### src/hdl/lat_pkg.sv
// constants and types for the lifecycle / authentication-level transition sequencer
// ==========================================================================
package lat_pkg;
   localparam logic [7:0] LAT_REPLY_OK = 8'h30;
   localparam logic [7:0] LAT_REPLY_ERR = 8'hb0;
   localparam logic [31:0] LAT_UNUSED = 32'hffffffff;
   // status codes
   localparam logic [7:0] LAT_STAT_OK = 8'h00;
   localparam logic [7:0] LAT_STAT_PACKET = 8'hc1;
   localparam logic [7:0] LAT_STAT_CHECKSUM = 8'hc2;
   localparam logic [7:0] LAT_STAT_ACCEPT = 8'hc3;
   localparam logic [7:0] LAT_STAT_MISMATCH = 8'hc4;
   localparam logic [7:0] LAT_STAT_PARAM = 8'hc5;
   localparam logic [7:0] LAT_STAT_PROTECT = 8'hc6;
   localparam logic [7:0] LAT_STAT_TRUSTED = 8'hc7;
   localparam logic [7:0] LAT_STAT_FLASH = 8'hc8;
   localparam logic [7:0] LAT_STAT_HARDWARE = 8'hc9;
   // lifecycle state and authentication level codes
   localparam logic [7:0] LAT_LC_DEV = 8'h01;
   localparam logic [7:0] LAT_LC_MANUF = 8'h02;
   localparam logic [7:0] LAT_LC_SECURE = 8'h03;
   localparam logic [7:0] LAT_LC_RTV_REQ = 8'h04;
   localparam logic [7:0] LAT_AL_ZERO = 8'h10;
   localparam logic [7:0] LAT_AL_ONE = 8'h11;
   localparam logic [7:0] LAT_AL_TWO = 8'h12;
   // challenge types
   localparam logic [7:0] LAT_CHAL_RANDOM = 8'h00;
   localparam logic [7:0] LAT_CHAL_UID = 8'h01;
   // erase regions in erase order
   localparam logic [2:0] LAT_RGN_PROTECT = 3'h0;
   localparam logic [2:0] LAT_RGN_USER = 3'h1;
   localparam logic [2:0] LAT_RGN_DATA = 3'h2;
   localparam logic [2:0] LAT_RGN_CONFIG = 3'h3;
   localparam logic [2:0] LAT_RGN_NVCFG = 3'h4;
   localparam logic [2:0] LAT_RGN_KEYIDX = 3'h5;
   localparam logic [2:0] LAT_RGN_LAST = LAT_RGN_KEYIDX;
   typedef enum logic [2:0] {
      LAT_ST_IDLE = 3'b000,
      LAT_ST_WAIT_RESP = 3'b001,
      LAT_ST_AUTH = 3'b010,
      LAT_ST_ERASE = 3'b011,
      LAT_ST_COMMIT = 3'b100,
      LAT_ST_CHECK = 3'b101,
      LAT_ST_DEAD = 3'b110
   } lat_state_type;
   typedef struct packed {
      logic [7:0] src;
      logic [7:0] dst;
      logic [7:0] chal_type;
   } lat_cmd_type;
   typedef struct packed {
      logic [7:0] reply;
      logic [255:0] mac;
   } lat_resp_type;
   typedef struct packed {
      logic [7:0] reply;
      logic [7:0] code;
      logic [31:0] detail;
      logic [31:0] adr;
   } lat_status_type;
   typedef struct packed {
      logic [2:0] region;
      logic force_erase;
      logic spare_perm;
      logic keep_locked_units;
   } lat_erase_type;
endpackage

### src/hdl/lat_transition.sv
// lifecycle / authentication-level transition sequencer, late phases
`timescale 1ns/10ps
module lat_transition
(
   // clock and reset
   input wire logic CORE_CLK,
   input wire logic SRST,
   // command and device state
   input wire logic CMD_START,
   input wire lat_pkg::lat_cmd_type CMD,
   input wire logic [7:0] CUR_LIFECYCLE,
   input wire logic [7:0] CUR_AUTH_LEVEL,
   input wire logic PROT_LVL_BAD,
   input wire logic LVL1_KEY_EN,
   input wire logic LVL2_KEY_EN,
   // received response packet
   input wire logic RESP_VALID,
   input wire lat_pkg::lat_resp_type RESP,
   // security subsystem
   input wire logic TRUST_ABNORMAL,
   input wire logic CMAC_DONE,
   input wire logic CMAC_FAIL,
   input wire logic [127:0] CMAC_VALUE,
   output logic CMAC_REQ,
   output logic CMAC_KEY_LVL2,
   // flash controller
   output logic ERASE_REQ,
   output lat_pkg::lat_erase_type ERASE_MODE,
   input wire logic FL_DONE,
   input wire logic FL_ERR,
   input wire logic [31:0] FL_STATUS,
   input wire logic [31:0] FL_ADDR,
   input wire logic FL_DISCLOSED,
   // state commit
   output logic COMMIT_REQ,
   output logic [7:0] COMMIT_DST,
   input wire logic COMMIT_DONE,
   input wire logic COMMIT_ERR,
   input wire logic COMMIT_ERR_TRUST,
   // status reply
   output logic STATUS_VALID,
   output lat_pkg::lat_status_type STATUS,
   output logic BUSY,
   output logic UNRESPONSIVE
);
   import lat_pkg::*;

   // ==========================================================================
   // helpers
   function automatic logic is_al(input logic [7:0] c);
      return (c == LAT_AL_ZERO) || (c == LAT_AL_ONE) || (c == LAT_AL_TWO);
   endfunction

   function automatic logic lc_valid(input logic [7:0] c);
      return (c == LAT_LC_DEV) || (c == LAT_LC_MANUF) || (c == LAT_LC_SECURE) || (c == LAT_LC_RTV_REQ);
   endfunction

   function automatic lat_status_type mk_err(input logic [7:0] code);
      return '{reply: LAT_REPLY_ERR, code: code, detail: LAT_UNUSED, adr: LAT_UNUSED};
   endfunction

   function automatic lat_status_type mk_flash();
      return '{reply: LAT_REPLY_ERR, code: LAT_STAT_FLASH, detail: FL_STATUS,
               adr: FL_DISCLOSED ? FL_ADDR : LAT_UNUSED};
   endfunction

   // parameter checks, in descending priority
   function automatic logic [7:0] check_cmd(input lat_cmd_type c, input logic [7:0] lc, input logic [7:0] al,
                                            input logic k1, input logic k2, input logic bad);
      logic legal;
      legal = 1'b0;
      if (is_al(c.dst))
      begin
         legal = (lc == LAT_LC_MANUF) &&
                 (((c.src == LAT_AL_ZERO) && ((c.dst == LAT_AL_ONE) || (c.dst == LAT_AL_TWO))) ||
                  ((c.src == LAT_AL_ONE) && (c.dst == LAT_AL_TWO)));
      end
      else
      begin
         legal = lc_valid(c.dst) && (c.dst != c.src);
      end
      if ((c.src != lc) && (c.src != al))
         return LAT_STAT_PARAM;
      if (!legal)
         return LAT_STAT_PARAM;
      if (((c.dst == LAT_AL_TWO) || (c.dst == LAT_LC_RTV_REQ)) && !k2)
         return LAT_STAT_PROTECT;
      if ((c.dst == LAT_AL_ONE) && !k1)
         return LAT_STAT_PROTECT;
      if (!((c.chal_type == LAT_CHAL_RANDOM) || ((c.chal_type == LAT_CHAL_UID) && (c.dst == LAT_LC_RTV_REQ))))
         return LAT_STAT_PARAM;
      if (bad || !lc_valid(lc))
         return LAT_STAT_HARDWARE;
      return LAT_STAT_OK;
   endfunction

   function automatic lat_erase_type mk_erase(input logic [2:0] r);
      return '{region: r, force_erase: 1'b1,
               spare_perm: (r == LAT_RGN_USER) || (r == LAT_RGN_CONFIG),
               keep_locked_units: (r == LAT_RGN_NVCFG)};
   endfunction

   // ==========================================================================
   // state
   lat_state_type state_reg, state_next;
   lat_cmd_type cmd_reg;
   logic [2:0] region_reg, region_next;
   lat_status_type status_reg, status_next;
   logic send_reg, send_next;
   logic cmac_go, erase_go, commit_go;
   logic [7:0] chk_code;
   // response value sits in the first 16 bytes of the mac field
   logic [127:0] resp_mac_hi;
   logic [127:0] mac_reg;

   assign resp_mac_hi = mac_reg;

   assign chk_code = check_cmd(CMD, CUR_LIFECYCLE, CUR_AUTH_LEVEL, LVL1_KEY_EN, LVL2_KEY_EN, PROT_LVL_BAD);

   // ==========================================================================
   // sequencer
   always_comb
   begin
      state_next = state_reg;
      region_next = region_reg;
      status_next = status_reg;
      send_next = 1'b0;
      cmac_go = 1'b0;
      erase_go = 1'b0;
      commit_go = 1'b0;
      case (state_reg)
         LAT_ST_IDLE:
            if (CMD_START)
            begin
               if (chk_code != LAT_STAT_OK)
               begin
                  status_next = mk_err(chk_code);
                  send_next = 1'b1;
               end
               else
                  state_next = LAT_ST_WAIT_RESP;
            end
         LAT_ST_WAIT_RESP:
            if (RESP_VALID)
            begin
               if (RESP.reply != LAT_REPLY_OK)
               begin
                  status_next = mk_err(LAT_STAT_PACKET);
                  send_next = 1'b1;
                  state_next = LAT_ST_IDLE;
               end
               else
               begin
                  cmac_go = 1'b1;
                  state_next = LAT_ST_AUTH;
               end
            end
         LAT_ST_AUTH:
            if (CMAC_DONE)
            begin
               if (CMAC_FAIL || (CMAC_VALUE != resp_mac_hi))
               begin
                  status_next = mk_err(LAT_STAT_TRUSTED);
                  send_next = 1'b1;
                  state_next = LAT_ST_IDLE;
               end
               else if (TRUST_ABNORMAL)
                  state_next = LAT_ST_DEAD;
               else if (cmd_reg.dst == LAT_LC_RTV_REQ)
               begin
                  region_next = LAT_RGN_PROTECT;
                  erase_go = 1'b1;
                  state_next = LAT_ST_ERASE;
               end
               else
               begin
                  commit_go = 1'b1;
                  state_next = LAT_ST_COMMIT;
               end
            end
         LAT_ST_ERASE:
            if (TRUST_ABNORMAL)
               state_next = LAT_ST_DEAD;
            else if (FL_DONE)
            begin
               if (FL_ERR)
               begin
                  status_next = mk_flash();
                  send_next = 1'b1;
                  state_next = LAT_ST_IDLE;
               end
               else if (region_reg == LAT_RGN_LAST)
               begin
                  commit_go = 1'b1;
                  state_next = LAT_ST_COMMIT;
               end
               else
               begin
                  region_next = region_reg + 3'h1;
                  erase_go = 1'b1;
               end
            end
         LAT_ST_COMMIT:
            if (TRUST_ABNORMAL)
               state_next = LAT_ST_DEAD;
            else if (COMMIT_DONE)
            begin
               if (COMMIT_ERR)
               begin
                  status_next = COMMIT_ERR_TRUST ? mk_err(LAT_STAT_TRUSTED) : mk_flash();
                  send_next = 1'b1;
                  state_next = LAT_ST_IDLE;
               end
               else
                  state_next = LAT_ST_CHECK;
            end
         LAT_ST_CHECK:
         begin
            send_next = 1'b1;
            if (!lc_valid(CUR_LIFECYCLE) || PROT_LVL_BAD)
            begin
               status_next = mk_err(LAT_STAT_HARDWARE);
               state_next = LAT_ST_DEAD;
            end
            else
            begin
               status_next = '{reply: LAT_REPLY_OK, code: LAT_STAT_OK, detail: LAT_UNUSED, adr: LAT_UNUSED};
               state_next = is_al(cmd_reg.dst) ? LAT_ST_IDLE : LAT_ST_DEAD;
            end
         end
         LAT_ST_DEAD:
            state_next = LAT_ST_DEAD;
         default:
            state_next = LAT_ST_IDLE;
      endcase
   end

   always_ff @(posedge CORE_CLK)
   begin
      if (SRST)
      begin
         state_reg <= LAT_ST_IDLE;
         region_reg <= LAT_RGN_PROTECT;
      end
      else
      begin
         state_reg <= state_next;
         region_reg <= region_next;
      end
   end

   // ==========================================================================
   // captured command and response
   always_ff @(posedge CORE_CLK)
   begin
      if (SRST)
      begin
         cmd_reg <= '0;
         mac_reg <= '0;
      end
      else
      begin
         if ((state_reg == LAT_ST_IDLE) && CMD_START)
            cmd_reg <= CMD;
         if ((state_reg == LAT_ST_WAIT_RESP) && RESP_VALID)
            mac_reg <= RESP.mac[255:128];
      end
   end

   // ==========================================================================
   // requests to security subsystem, flash and commit
   always_ff @(posedge CORE_CLK)
   begin
      if (SRST)
      begin
         CMAC_REQ <= 1'b0;
         CMAC_KEY_LVL2 <= 1'b0;
         ERASE_REQ <= 1'b0;
         ERASE_MODE <= '0;
         COMMIT_REQ <= 1'b0;
         COMMIT_DST <= '0;
      end
      else
      begin
         CMAC_REQ <= cmac_go;
         if (cmac_go)
            CMAC_KEY_LVL2 <= (cmd_reg.dst != LAT_AL_ONE);
         ERASE_REQ <= erase_go;
         if (erase_go)
            ERASE_MODE <= mk_erase(region_next);
         COMMIT_REQ <= commit_go;
         if (commit_go)
            COMMIT_DST <= cmd_reg.dst;
      end
   end

   // ==========================================================================
   // status reply
   always_ff @(posedge CORE_CLK)
   begin
      if (SRST)
      begin
         status_reg <= '{reply: LAT_REPLY_OK, code: LAT_STAT_OK, detail: LAT_UNUSED, adr: LAT_UNUSED};
         send_reg <= 1'b0;
         BUSY <= 1'b0;
         UNRESPONSIVE <= 1'b0;
      end
      else
      begin
         status_reg <= status_next;
         send_reg <= send_next;
         BUSY <= (state_next != LAT_ST_IDLE) && (state_next != LAT_ST_DEAD);
         UNRESPONSIVE <= (state_next == LAT_ST_DEAD);
      end
   end

   assign STATUS = status_reg;
   assign STATUS_VALID = send_reg;
endmodule

### config.mk
export PLATFORM = sky130hd
export DESIGN_NAME = lat_transition
export DESIGN_NICKNAME = d
export VERILOG_FILES = /design/src/hdl/lat_pkg.sv /design/src/hdl/lat_transition.sv
export SDC_FILE = /design/constraint.sdc
export NUM_CORES = 1
export LEC_CHECK = 0
export BUFFER_PORTS_ARGS = -buffer_cell sky130_fd_sc_hd__buf_4
export CELL_PAD_IN_SITES_DETAIL_PLACEMENT = 0
export CELL_PAD_IN_SITES_GLOBAL_PLACEMENT = 1
export CORE_AREA = 2 2 239 241
export CTS_BUF_LIST = sky130_fd_sc_hd__clkbuf_8
export CTS_CLUSTER_DIAMETER = 30
export DETAILED_ROUTE_END_ITERATION = 12
export DIE_AREA = 0 0 241 243
export PLACE_DENSITY = 0.57
export SYNTH_ARGS = -nofsm -noshare
export SYNTH_HDL_FRONTEND = slang
export SYNTH_SLANG_ARGS = --single-unit
### constraint.sdc
create_clock -name CORE_CLK -period 6.78 [get_ports CORE_CLK]
set_input_delay 1.356 -clock CORE_CLK [delete_from_list [all_inputs] [get_ports CORE_CLK]]
set_output_delay 1.356 -clock CORE_CLK [all_outputs]
set_load 0.005 [all_outputs]
==> results of run 1 <==
==> report_power, final <==
part           switching, mW  total, mW  internal (mW)
Sequential           0.00554       1.39           1.38
Clock                  0.882       2.55           1.66
Combinational          0.154      0.354          0.200
==> critical path: stages <==
cell and delay [ps]:
buf_4 110, xnor2_1 560, nand4_1 280, nor4_1 450, nand4_1 200, nor4_4 620
a21boi_1 230, o221ai_4 750, buf_4 390, mux2i_1 200
==> cells in the final DEF, fill, tap and decap left out, types with 4 or more instances in the layout <==
master      Yosys  layout
o21ai_0        14      14
o21a_1          4       4
clkinvlp_4      0       5
o221ai_1        4       4
clkbuf_8        0     103
nand3_1        14      14
mux2i_1        69      69
a2111oi_0       6       6
clkinv_2        0      16
nand2b_1       57      57
a31oi_1         8       8
buf_4          11     484
nor2_1         93      93
nor2b_1        24      24
xor2_1         51      51
o22ai_1        13      13
a21o_1          4       4
conb_1          2       9
inv_1          47      64
xnor2_1        46      46
a21oi_1       225     225
or4_1           4       4
nand2_1       299     296
a2111o_1        5       5
nor3b_1         4       4
dfxtp_1       233     233
and2_1          7       6
nor3_1         10      10
bufinv_16       0       8
o2bb2ai_1       4       4
nand4_1        19      19
a22o_1          8       8
o2111ai_1       6       6
nor4_1         24      24
==> stage by stage <==
step | worst slack [ps] | hold WS [ps] | cells | util | power, mW
after floorplan | 3095 | 436.3 | 1453 | - | 1.532
after global placement | 1502 | 438.3 | 2595 | 0.2787 | 1.766
after detailed placement | 1464 | 444.7 | 2595 | 0.2787 | 1.769
after CTS | 2158 | 452.2 | 2747 | 0.3123 | 4.368
after global routing | 1967 | 473.8 | 2747 | 0.3123 | 4.461
final | 2133 | 448.5 | 2749 | 0.3124 | 4.285
==> kinds of logic (layout without fill, tap and decap cells) <==
group	after synthesis	in the layout	share of synthesized area
adders and majority gates	2	2	0.002188
other	2	11	0.0006568
buffers and inverters	147	685	0.05832
xor gates and xnor gates	97	97	0.07430
DFF	233	233	0.4079
AOI/OAI and AO/OA	323	323	0.1668
and+or+nand+nor	572	572	0.2285
muxes	70	70	0.06138
==> layer usage <==
layer | track usage | wire length (um)
met1 | 0.1913 | 20350
met2 | 0.3081 | 26150
met3 | 0.07085 | 5381
met4 | 0.07444 | 1752
met5 | 0 | 43
==> path summary, 6_finish.rpt <==
kind	from	endpoint
setup / recovery	CMAC_VALUE[25]	STATUS[9]
hold / removal	mac_reg[92]	mac_reg[92]
setup reg to reg	mac_reg[25]	STATUS[9]
hold reg to reg	mac_reg[92]	mac_reg[92]
==> area by class of cell <==
type,instances,area (um2)
repair buffers,485,3647
flip-flops and latches,233,4664
well taps,756,945.9
clock inverters,50,474.2
multi-input cells,1073,6156
fillers,6193,38470
diodes,2,5.005
clock buffers,102,1404
inverters,48,180.2
==> results.json, run 1 <==
{
  "status": "finished clean",
  "synth_top_area_cell": "dfxtp_1",
  "antenna_found_initial": 6,
  "dieWidth_um": 241,
  "ant_nets": 0,
  "drt_pass1_iterations": 5,
  "end_kind": "register",
  "h-tree-depth": 3,
  "drtIter0Drc": 524,
  "syn_inst": 1446,
  "grt_setup_unrepaired": "false",
  "cts_buffer_depth": 3,
  "port_buffers": 475,
  "start_util": 0.2044,
  "skew_ps": 43.10,
  "grt_pass1_vias": 12400,
  "clk_pin_slew_ps": 50,
  "hpwl_um": 41370,
  "syn_to_final_growth_pct": 52.84,
  "p_leak_nw": 7.370,
  "r2r_slack_ps": 2630,
  "die_h_um": 243,
  "max_slew.worst_pin.slew_ps": 1085,
  "synth_flop_cell": "dfxtp_1",
  "post_cts_buffers": 0,
  "overflow": 0,
  "hold_depth": 2,
  "rows": 87,
  "synthTopCellsByArea": "dfxtp_1 (41%), a21oi_1 (9.8%), nand2_1 (9.8%)",
  "fmax_mhz": 215.2,
  "drive_gt1_frac": 0.3189,
  "r2r_cells": 9,
  "vias_per_cell": 4.330,
  "maxCapViolations": 0,
  "dieArea_mm2": 0.05856,
  "maxSlewViolCount": 0,
  "required_ps": 7320,
  "synth_edf_count": 0,
  "critPathMaxFanout": 19,
  "fin_nets": 2438,
  "hold_viol_final": 0,
  "placed_area_mm2": 0.01559,
  "finalSetupTns_ps": 0,
  "powerDensity_mw_per_mm2": 245.2,
  "clk_latency_ps": 660,
  "async_flop_share": 0,
  "route.vias.total": 11900,
  "final_area_mm2": 0.01748,
  "postCtsHoldBufs": 0,
  "io_pins": 613,
  "layout_min_cycle_time_ps": 4647,
  "cts-root-buf": "clkbuf_8",
  "finalSetupViolations": 0,
  "core_area_mm2": 0.05595,
  "ys_warn_count": 0,
  "synth-seq-cells": 233,
  "grtUsageTotal": 0.1781,
  "synth_cell_type_count": 67,
  "drc": 0,
  "largest_register_ffs": 128,
  "worstSetupPathType": "input port to register",
  "synth_top_area_share": 0.4079,
  "cts_tree": "yes",
  "syn_avg_cell_area_um2": 7.908,
  "cts_buffers": 83,
  "synth.top_cells.by_count": "nand2_1 (299), dfxtp_1 (233), a21oi_1 (225), nor2_1 (93), clkbuf_1 (80)",
  "grt_max_degree": 87,
  "place.gp.congestion": 0.8563,
  "hold_class": "register to register",
  "clock_sinks": 233,
  "grt_pass1_wl_um": 77270,
  "arrival_ps": 5190,
  "finalCritPeriodShare": 0.6854,
  "critPathLaunchType": "input port",
  "wirelength_um": 53680,
  "relSlewSlack": 0.2769,
  "syn_area_mm2": 0.01143,
  "wl_per_cell_um": 19.53,
  "yosysSeqAreaShare": 0.4079,
  "ir_drop_mv": 0.1205,
  "yosysMostFrequentCell": "nand2_1",
  "cts_resized": 0
}
Note: power is estimated with default switching activity, not from simulation.
==> run 2, diff against run 1 <==
--- a/config.mk
+++ b/config.mk
@@ -8,12 +8,12 @@
 export BUFFER_PORTS_ARGS = -buffer_cell sky130_fd_sc_hd__buf_4
 export CELL_PAD_IN_SITES_DETAIL_PLACEMENT = 0
 export CELL_PAD_IN_SITES_GLOBAL_PLACEMENT = 1
-export CORE_AREA = 2 2 239 241
+export CORE_AREA = 2 2 236 238
 export CTS_BUF_LIST = sky130_fd_sc_hd__clkbuf_8
 export CTS_CLUSTER_DIAMETER = 30
 export DETAILED_ROUTE_END_ITERATION = 12
-export DIE_AREA = 0 0 241 243
-export PLACE_DENSITY = 0.57
+export DIE_AREA = 0 0 238 240
+export PLACE_DENSITY = 0.58
 export SYNTH_ARGS = -nofsm -noshare
 export SYNTH_HDL_FRONTEND = slang
 export SYNTH_SLANG_ARGS = --single-unit
==> constraint.sdc (replaced) <==
create_clock -name CORE_CLK -period 4.45 [get_ports CORE_CLK]
set_input_delay 0.89 -clock CORE_CLK [delete_from_list [all_inputs] [get_ports CORE_CLK]]
set_output_delay 0.89 -clock CORE_CLK [all_outputs]
set_load 0.005 [all_outputs]
==> run 2 against run 1 <==
Against the previous run: sequential share of layout area increased by 0.19 points; final cell count decreased by 2.0%; register-to-register slack got worse by 1300 ps; non-clock buffer count grew 6; critical endpoint is now STATUS[46]; highest routed layer unchanged.
==> results.json, run 2 (synthesis results as in run 1) <==
{
  "grt_max_degree": 159,
  "finalSetupTns_ps": 0,
  "layout_commonest_cell": "buf_4",
  "critPathLaunchType": "register",
  "ir_drop_mv": 0.1826,
  "max_slew.worst_pin.slew_ps": 969.4,
  "start_util": 0.2092,
  "finalCritPeriodShare": 0.7120,
  "status": "finished clean",
  "p_leak_nw": 7.334,
  "rows": 86,
  "grt_pass1_vias": 12100,
  "worstSetupPathType": "register to register",
  "clk_latency_ps": 630,
  "cts_buffer_depth": 3,
  "relSlewSlack": 0.3538,
  "overflow": 0,
  "antenna_found_initial": 2,
  "cts-root-buf": "clkbuf_8",
  "core_area_mm2": 0.05466,
  "clock_sinks": 233,
  "grt.busiest_layer": "met2",
  "cts_buffers": 79,
  "fin_nets": 2440,
  "post_cts_buffers": 0,
  "power_mw": 6.217,
  "finalSetupViolations": 0,
  "place.gp.congestion": 0.8337,
  "largest_register_ffs": 128,
  "met2_usage": 0.3075,
  "layout_min_cycle_time_ps": 3168,
  "wirelength_um": 51500,
  "skew_ps": 27.03,
  "drtIter0Drc": 438,
  "port_buffers": 475,
  "route.vias.total": 11950,
  "required_ps": 4940,
  "diodes": 0,
  "hpwl_um": 39330,
  "hold_class": "register to register",
  "maxCapViolations": 0,
  "cts_resized": 0,
  "dieArea_mm2": 0.05712,
  "fmax_mhz": 315.6,
  "dieWidth_um": 238,
  "drive_gt1_frac": 0.3203,
  "ant_nets": 0,
  "arrival_ps": 3660,
  "critPathMaxFanout": 33,
  "postCtsHoldBufs": 0,
  "drt_pass1_iterations": 7,
  "maxSlewViolCount": 0,
  "grt_setup_unrepaired": "false",
  "vias_per_cell": 4.437,
  "final_cell_mix": "buf_4 (485), nand2_1 (296), dfxtp_1 (233), a21oi_1 (225), clkbuf_8 (100)",
  "syn_to_final_growth_pct": 51.78,
  "grtUsageTotal": 0.1743,
  "drc": 0,
  "clk_pin_slew_ps": 40,
  "end_kind": "register",
  "r2r_slack_ps": 1280,
  "cts_tree": "yes",
  "h-tree-depth": 3,
  "grtUsageMet3": 0.06579,
  "grt_pass1_wl_um": 74540,
  "wl_per_cell_um": 19.12,
  "hold_viol_final": 0,
  "die_h_um": 240,
  "io_pins": 613,
  "powerDensity_mw_per_mm2": 358.2,
  "grt_use_met1": 0.1914
}
-- run 2: cell types whose count changed in the layout (fill, tap and decap cells not counted), sizes merged, moves of 2 or more --
cell / before / now
buf: 484 / 490
inv: 66 / 61
bufinv: 8 / 5
clkbuf: 103 / 100
clkinv: 19 / 21
diode: 2 / 0
-- run 2: layer usage --
| metal | vias up | routed length (um) | part of all wire |
|---|---|---|---|
| met5 | - | 32 | 0.00062 |
| met4 | 4 | 1066 | 0.021 |
| met3 | 56 | 4550 | 0.088 |
| met2 | 429 | 25570 | 0.50 |
| met1 | 5594 | 20270 | 0.39 |
| li1 | 5866 | - | - |
-- run 2: where the power goes --
part,switching (mW),internal (mW),leakage (nW),total [mW]
combinational,0.230,0.309,4.52,0.539
clock,1.28,2.29,0.936,3.57
sequential,0.00826,2.10,1.88,2.11
-- run 2: worst paths after layout --
kind	startpoint	endpoint	cells after the start
setup / recovery	mac_reg[63]	STATUS[46]	10
hold reg to reg	ERASE_MODE[2]	ERASE_MODE[2]	2
setup reg to reg	mac_reg[63]	STATUS[46]	10
hold / removal	ERASE_MODE[2]	ERASE_MODE[2]	2
-- run 2: metrics by stage --
stage / util / hold WS [ps] / setup slack (ps) / std cells / area [um2]
6_report: 0.3175 / 445.7 / 1282 / 2693 / 17360
5_1_grt: 0.3175 / 468.0 / 1088 / 2693 / 17360
4_1_cts: 0.3175 / 431.0 / 1175 / 2693 / 17360
2_1_floorplan: - / 436.3 / 1231 / 1453 / 11460
3_3_place_gp: 0.2861 / 438.1 / 550.4 / 2549 / 15640
3_5_place_dp: 0.2861 / 439.2 / 500.1 / 2549 / 15640
-- run 2: worst max-delay path: stages, from the launching register on --
cell,delay [ps]
dfxtp_1,310
nor2b_1,170
a2111o_1,390
nor4_1,550
nand4_1,260
nor4_4,310
buf_4,220
a21boi_1,130
o221a_2,300
buf_12,180
mux2i_1,160
-- run 2: cell type report --
type | instances | area [um2]
tap | 704 | 880.8
clock buffer | 99 | 1363
fill | 5886 | 37310
timing repair buffer | 491 | 3755
multi-input combinational | 1073 | 6156
inverter | 48 | 180.2
clock inverter | 45 | 356.6
sequential | 233 | 4664
==> run 3, diff against run 2 <==
==> constraint.sdc (replaced) <==
create_clock -name CORE_CLK -period 3.16 [get_ports CORE_CLK]
set_input_delay 0.632 -clock CORE_CLK [delete_from_list [all_inputs] [get_ports CORE_CLK]]
set_output_delay 0.632 -clock CORE_CLK [all_outputs]
set_load 0.005 [all_outputs]
==> run 3 against run 2 <==
Against the previous run: power is 42% higher; die area unchanged; hold slack worse by 200 ps; critical path depth rose by 1; register-to-register slack got worse by 1100 ps; fmax is 7.0% higher; worst setup slack worse by 1100 ps; sequential power up 41%.
==> results.json, run 3 (synthesis results as in run 1) <==
{
  "status": "finished clean",
  "p_switching_mw": 2.056,
  "h-tree-depth": 3,
  "wirelength_um": 51740,
  "final_area_mm2": 0.01762,
  "wl_per_cell_um": 19.07,
  "placedCellCount": 2586,
  "drc": 0,
  "port_buffers": 475,
  "end_kind": "register",
  "layout_min_cycle_time_ps": 2962,
  "antenna_found_initial": 3,
  "max_slew.worst_pin.slew_ps": 976.4,
  "final_cell_mix": "buf_4 (522), nand2_1 (296), dfxtp_1 (233), a21oi_1 (225), clkbuf_8 (94)",
  "layout_commonest_cell": "buf_4",
  "fmax_mhz": 337.6,
  "dieWidth_um": 238,
  "dieArea_mm2": 0.05712,
  "pwr-share-clk": 0.576,
  "fill_cells": 5943,
  "syn_to_final_growth_pct": 54.08,
  "swShare": 0.2329,
  "clock_sinks": 233,
  "p_seq_frac": 0.336,
  "powerDensity_mw_per_mm2": 501.1,
  "finalCritPeriodShare": 0.9373,
  "p_leak_nw": 7.467,
  "maxCapViolations": 0,
  "drtIter0Drc": 463,
  "critPathMaxFanout": 10,
  "ir_drop_mv": 0.3179,
  "drive_gt1_frac": 0.3287,
  "post_cts_buffers": 0,
  "cts_buffer_depth": 3,
  "overflow": 0,
  "grt_pass1_vias": 12080,
  "relSlewSlack": 0.3491,
  "drt_pass1_iterations": 6,
  "required_ps": 3690,
  "p_int_mw": 6.773,
  "clk_latency_ps": 640,
  "stdcell_count": 2713,
  "ant_nets": 0,
  "start_util": 0.2092,
  "placed_area_mm2": 0.01591,
  "core_area_mm2": 0.05466,
  "hold_class": "input port to register",
  "grt_setup_unrepaired": "false",
  "rows": 86,
  "arrival_ps": 3500,
  "hpwl_um": 40010,
  "cts_buffers": 70,
  "grtUsageTotal": 0.1749,
  "vias_per_cell": 4.392,
  "route.vias.total": 11920,
  "grt_pass1_wl_um": 74210,
  "skew_ps": 44.45,
  "fin_nets": 2468,
  "worstSetupPathType": "register to register",
  "die_h_um": 240,
  "finalSetupTns_ps": 0,
  "cts_tree": "yes",
  "maxSlewViolCount": 0,
  "clk_pin_slew_ps": 50,
  "cts-root-buf": "clkbuf_8",
  "hold_viol_final": 0,
  "largest_register_ffs": 128,
  "finalSetupViolations": 0,
  "place.gp.congestion": 0.8306,
  "combPwrFrac": 0.087,
  "io_pins": 613,
  "grt_max_degree": 101,
  "regArea_mm2": 0.004664,
  "multi_input_area_mm2": 0.006162,
  "critPathLaunchType": "register"
}
run 3: cell count changes in the layout (fill, tap and decap cells not counted):
cell | before | now
buf_4 | 485 | 522
bufinv_16 | 5 | 9
clkbuf_8 | 100 | 94
clkinv_2 | 19 | 4
clkinv_4 | 1 | 0
clkinv_8 | 0 | 1
diode_2 | 0 | 1
inv_1 | 60 | 57
inv_6 | 1 | 3
nor4_1 | 24 | 23
nor4_2 | 0 | 1
run 3: final cells by class:
cell class | count | share of cell area
multi-input combinational | 1073 | 0.3498
inverter | 48 | 0.01023
clock buffer | 93 | 0.07265
tap | 704 | 0.05000
timing repair buffer | 528 | 0.2289
clock inverter | 33 | 0.02358
sequential | 233 | 0.2648
antenna | 1 | 0.0001420
run 3: worst paths after layout:
path / slack (ps) / from / depth (start not counted) / end
worst max-delay path: 200 / mac_reg[63] / 11 / STATUS[21]
worst min-delay path: 240 / RESP[249] / 3 / mac_reg[121]
worst max register to register: 200 / mac_reg[63] / 11 / STATUS[21]
worst min register to register: 450 / ERASE_MODE[2] / 2 / ERASE_MODE[2]
run 3: power groups by stage:
| stage | clock network, mW | logic, mW | registers (mW) |
|---|---|---|---|
| after floorplan | 0 | 0.265 | 3.02 |
| after global placement | 0 | 0.781 | 3.03 |
| after detailed placement | 0 | 0.785 | 3.03 |
| after CTS | 5.24 | 0.789 | 2.97 |
| after global routing | 5.40 | 0.832 | 2.97 |
| final | 5.09 | 0.772 | 2.97 |
run 3: per-layer routing:
layer / share of wire / global-route usage
met3: 0.090 / 0.06820
met1: 0.39 / 0.1894
met4: 0.028 / 0.06496
met2: 0.49 / 0.3083
met5: 0.00043 / 0
run 3: what timing repair did:
action / 4_1_cts / 5_1_grt
setup endpoints to repair: 71 / 0
hold buffers: 0 / 0
resized for setup: 1 / 0
run 3: worst max-delay path: stages, from the launching register on:
cell and delay [ps]:
dfxtp_1 310, nor2b_1 170, a2111o_1 390, nor4_1 390
buf_4 190, nand4_1 130, nor4_4 270, buf_4 180
a21boi_1 120, o221ai_4 240, buf_4 270, mux2i_1 210
run 3: metrics by stage:
| stage | setup WS [ps] | utilization | hold WS [ps] | total power, mW |
|---|---|---|---|---|
| 6_report | 198.1 | 0.3223 | 241.1 | 8.829 |
| 5_1_grt | 8.030 | 0.3223 | 195.3 | 9.199 |
| 4_1_cts | 114.9 | 0.3223 | 164.8 | 9.000 |
| 3_5_place_dp | -509.7 | 0.2911 | 448.5 | 3.810 |
| 3_3_place_gp | -449.7 | 0.2911 | 442.0 | 3.806 |
| 2_1_floorplan | 199.4 | - | 436.3 | 3.287 |
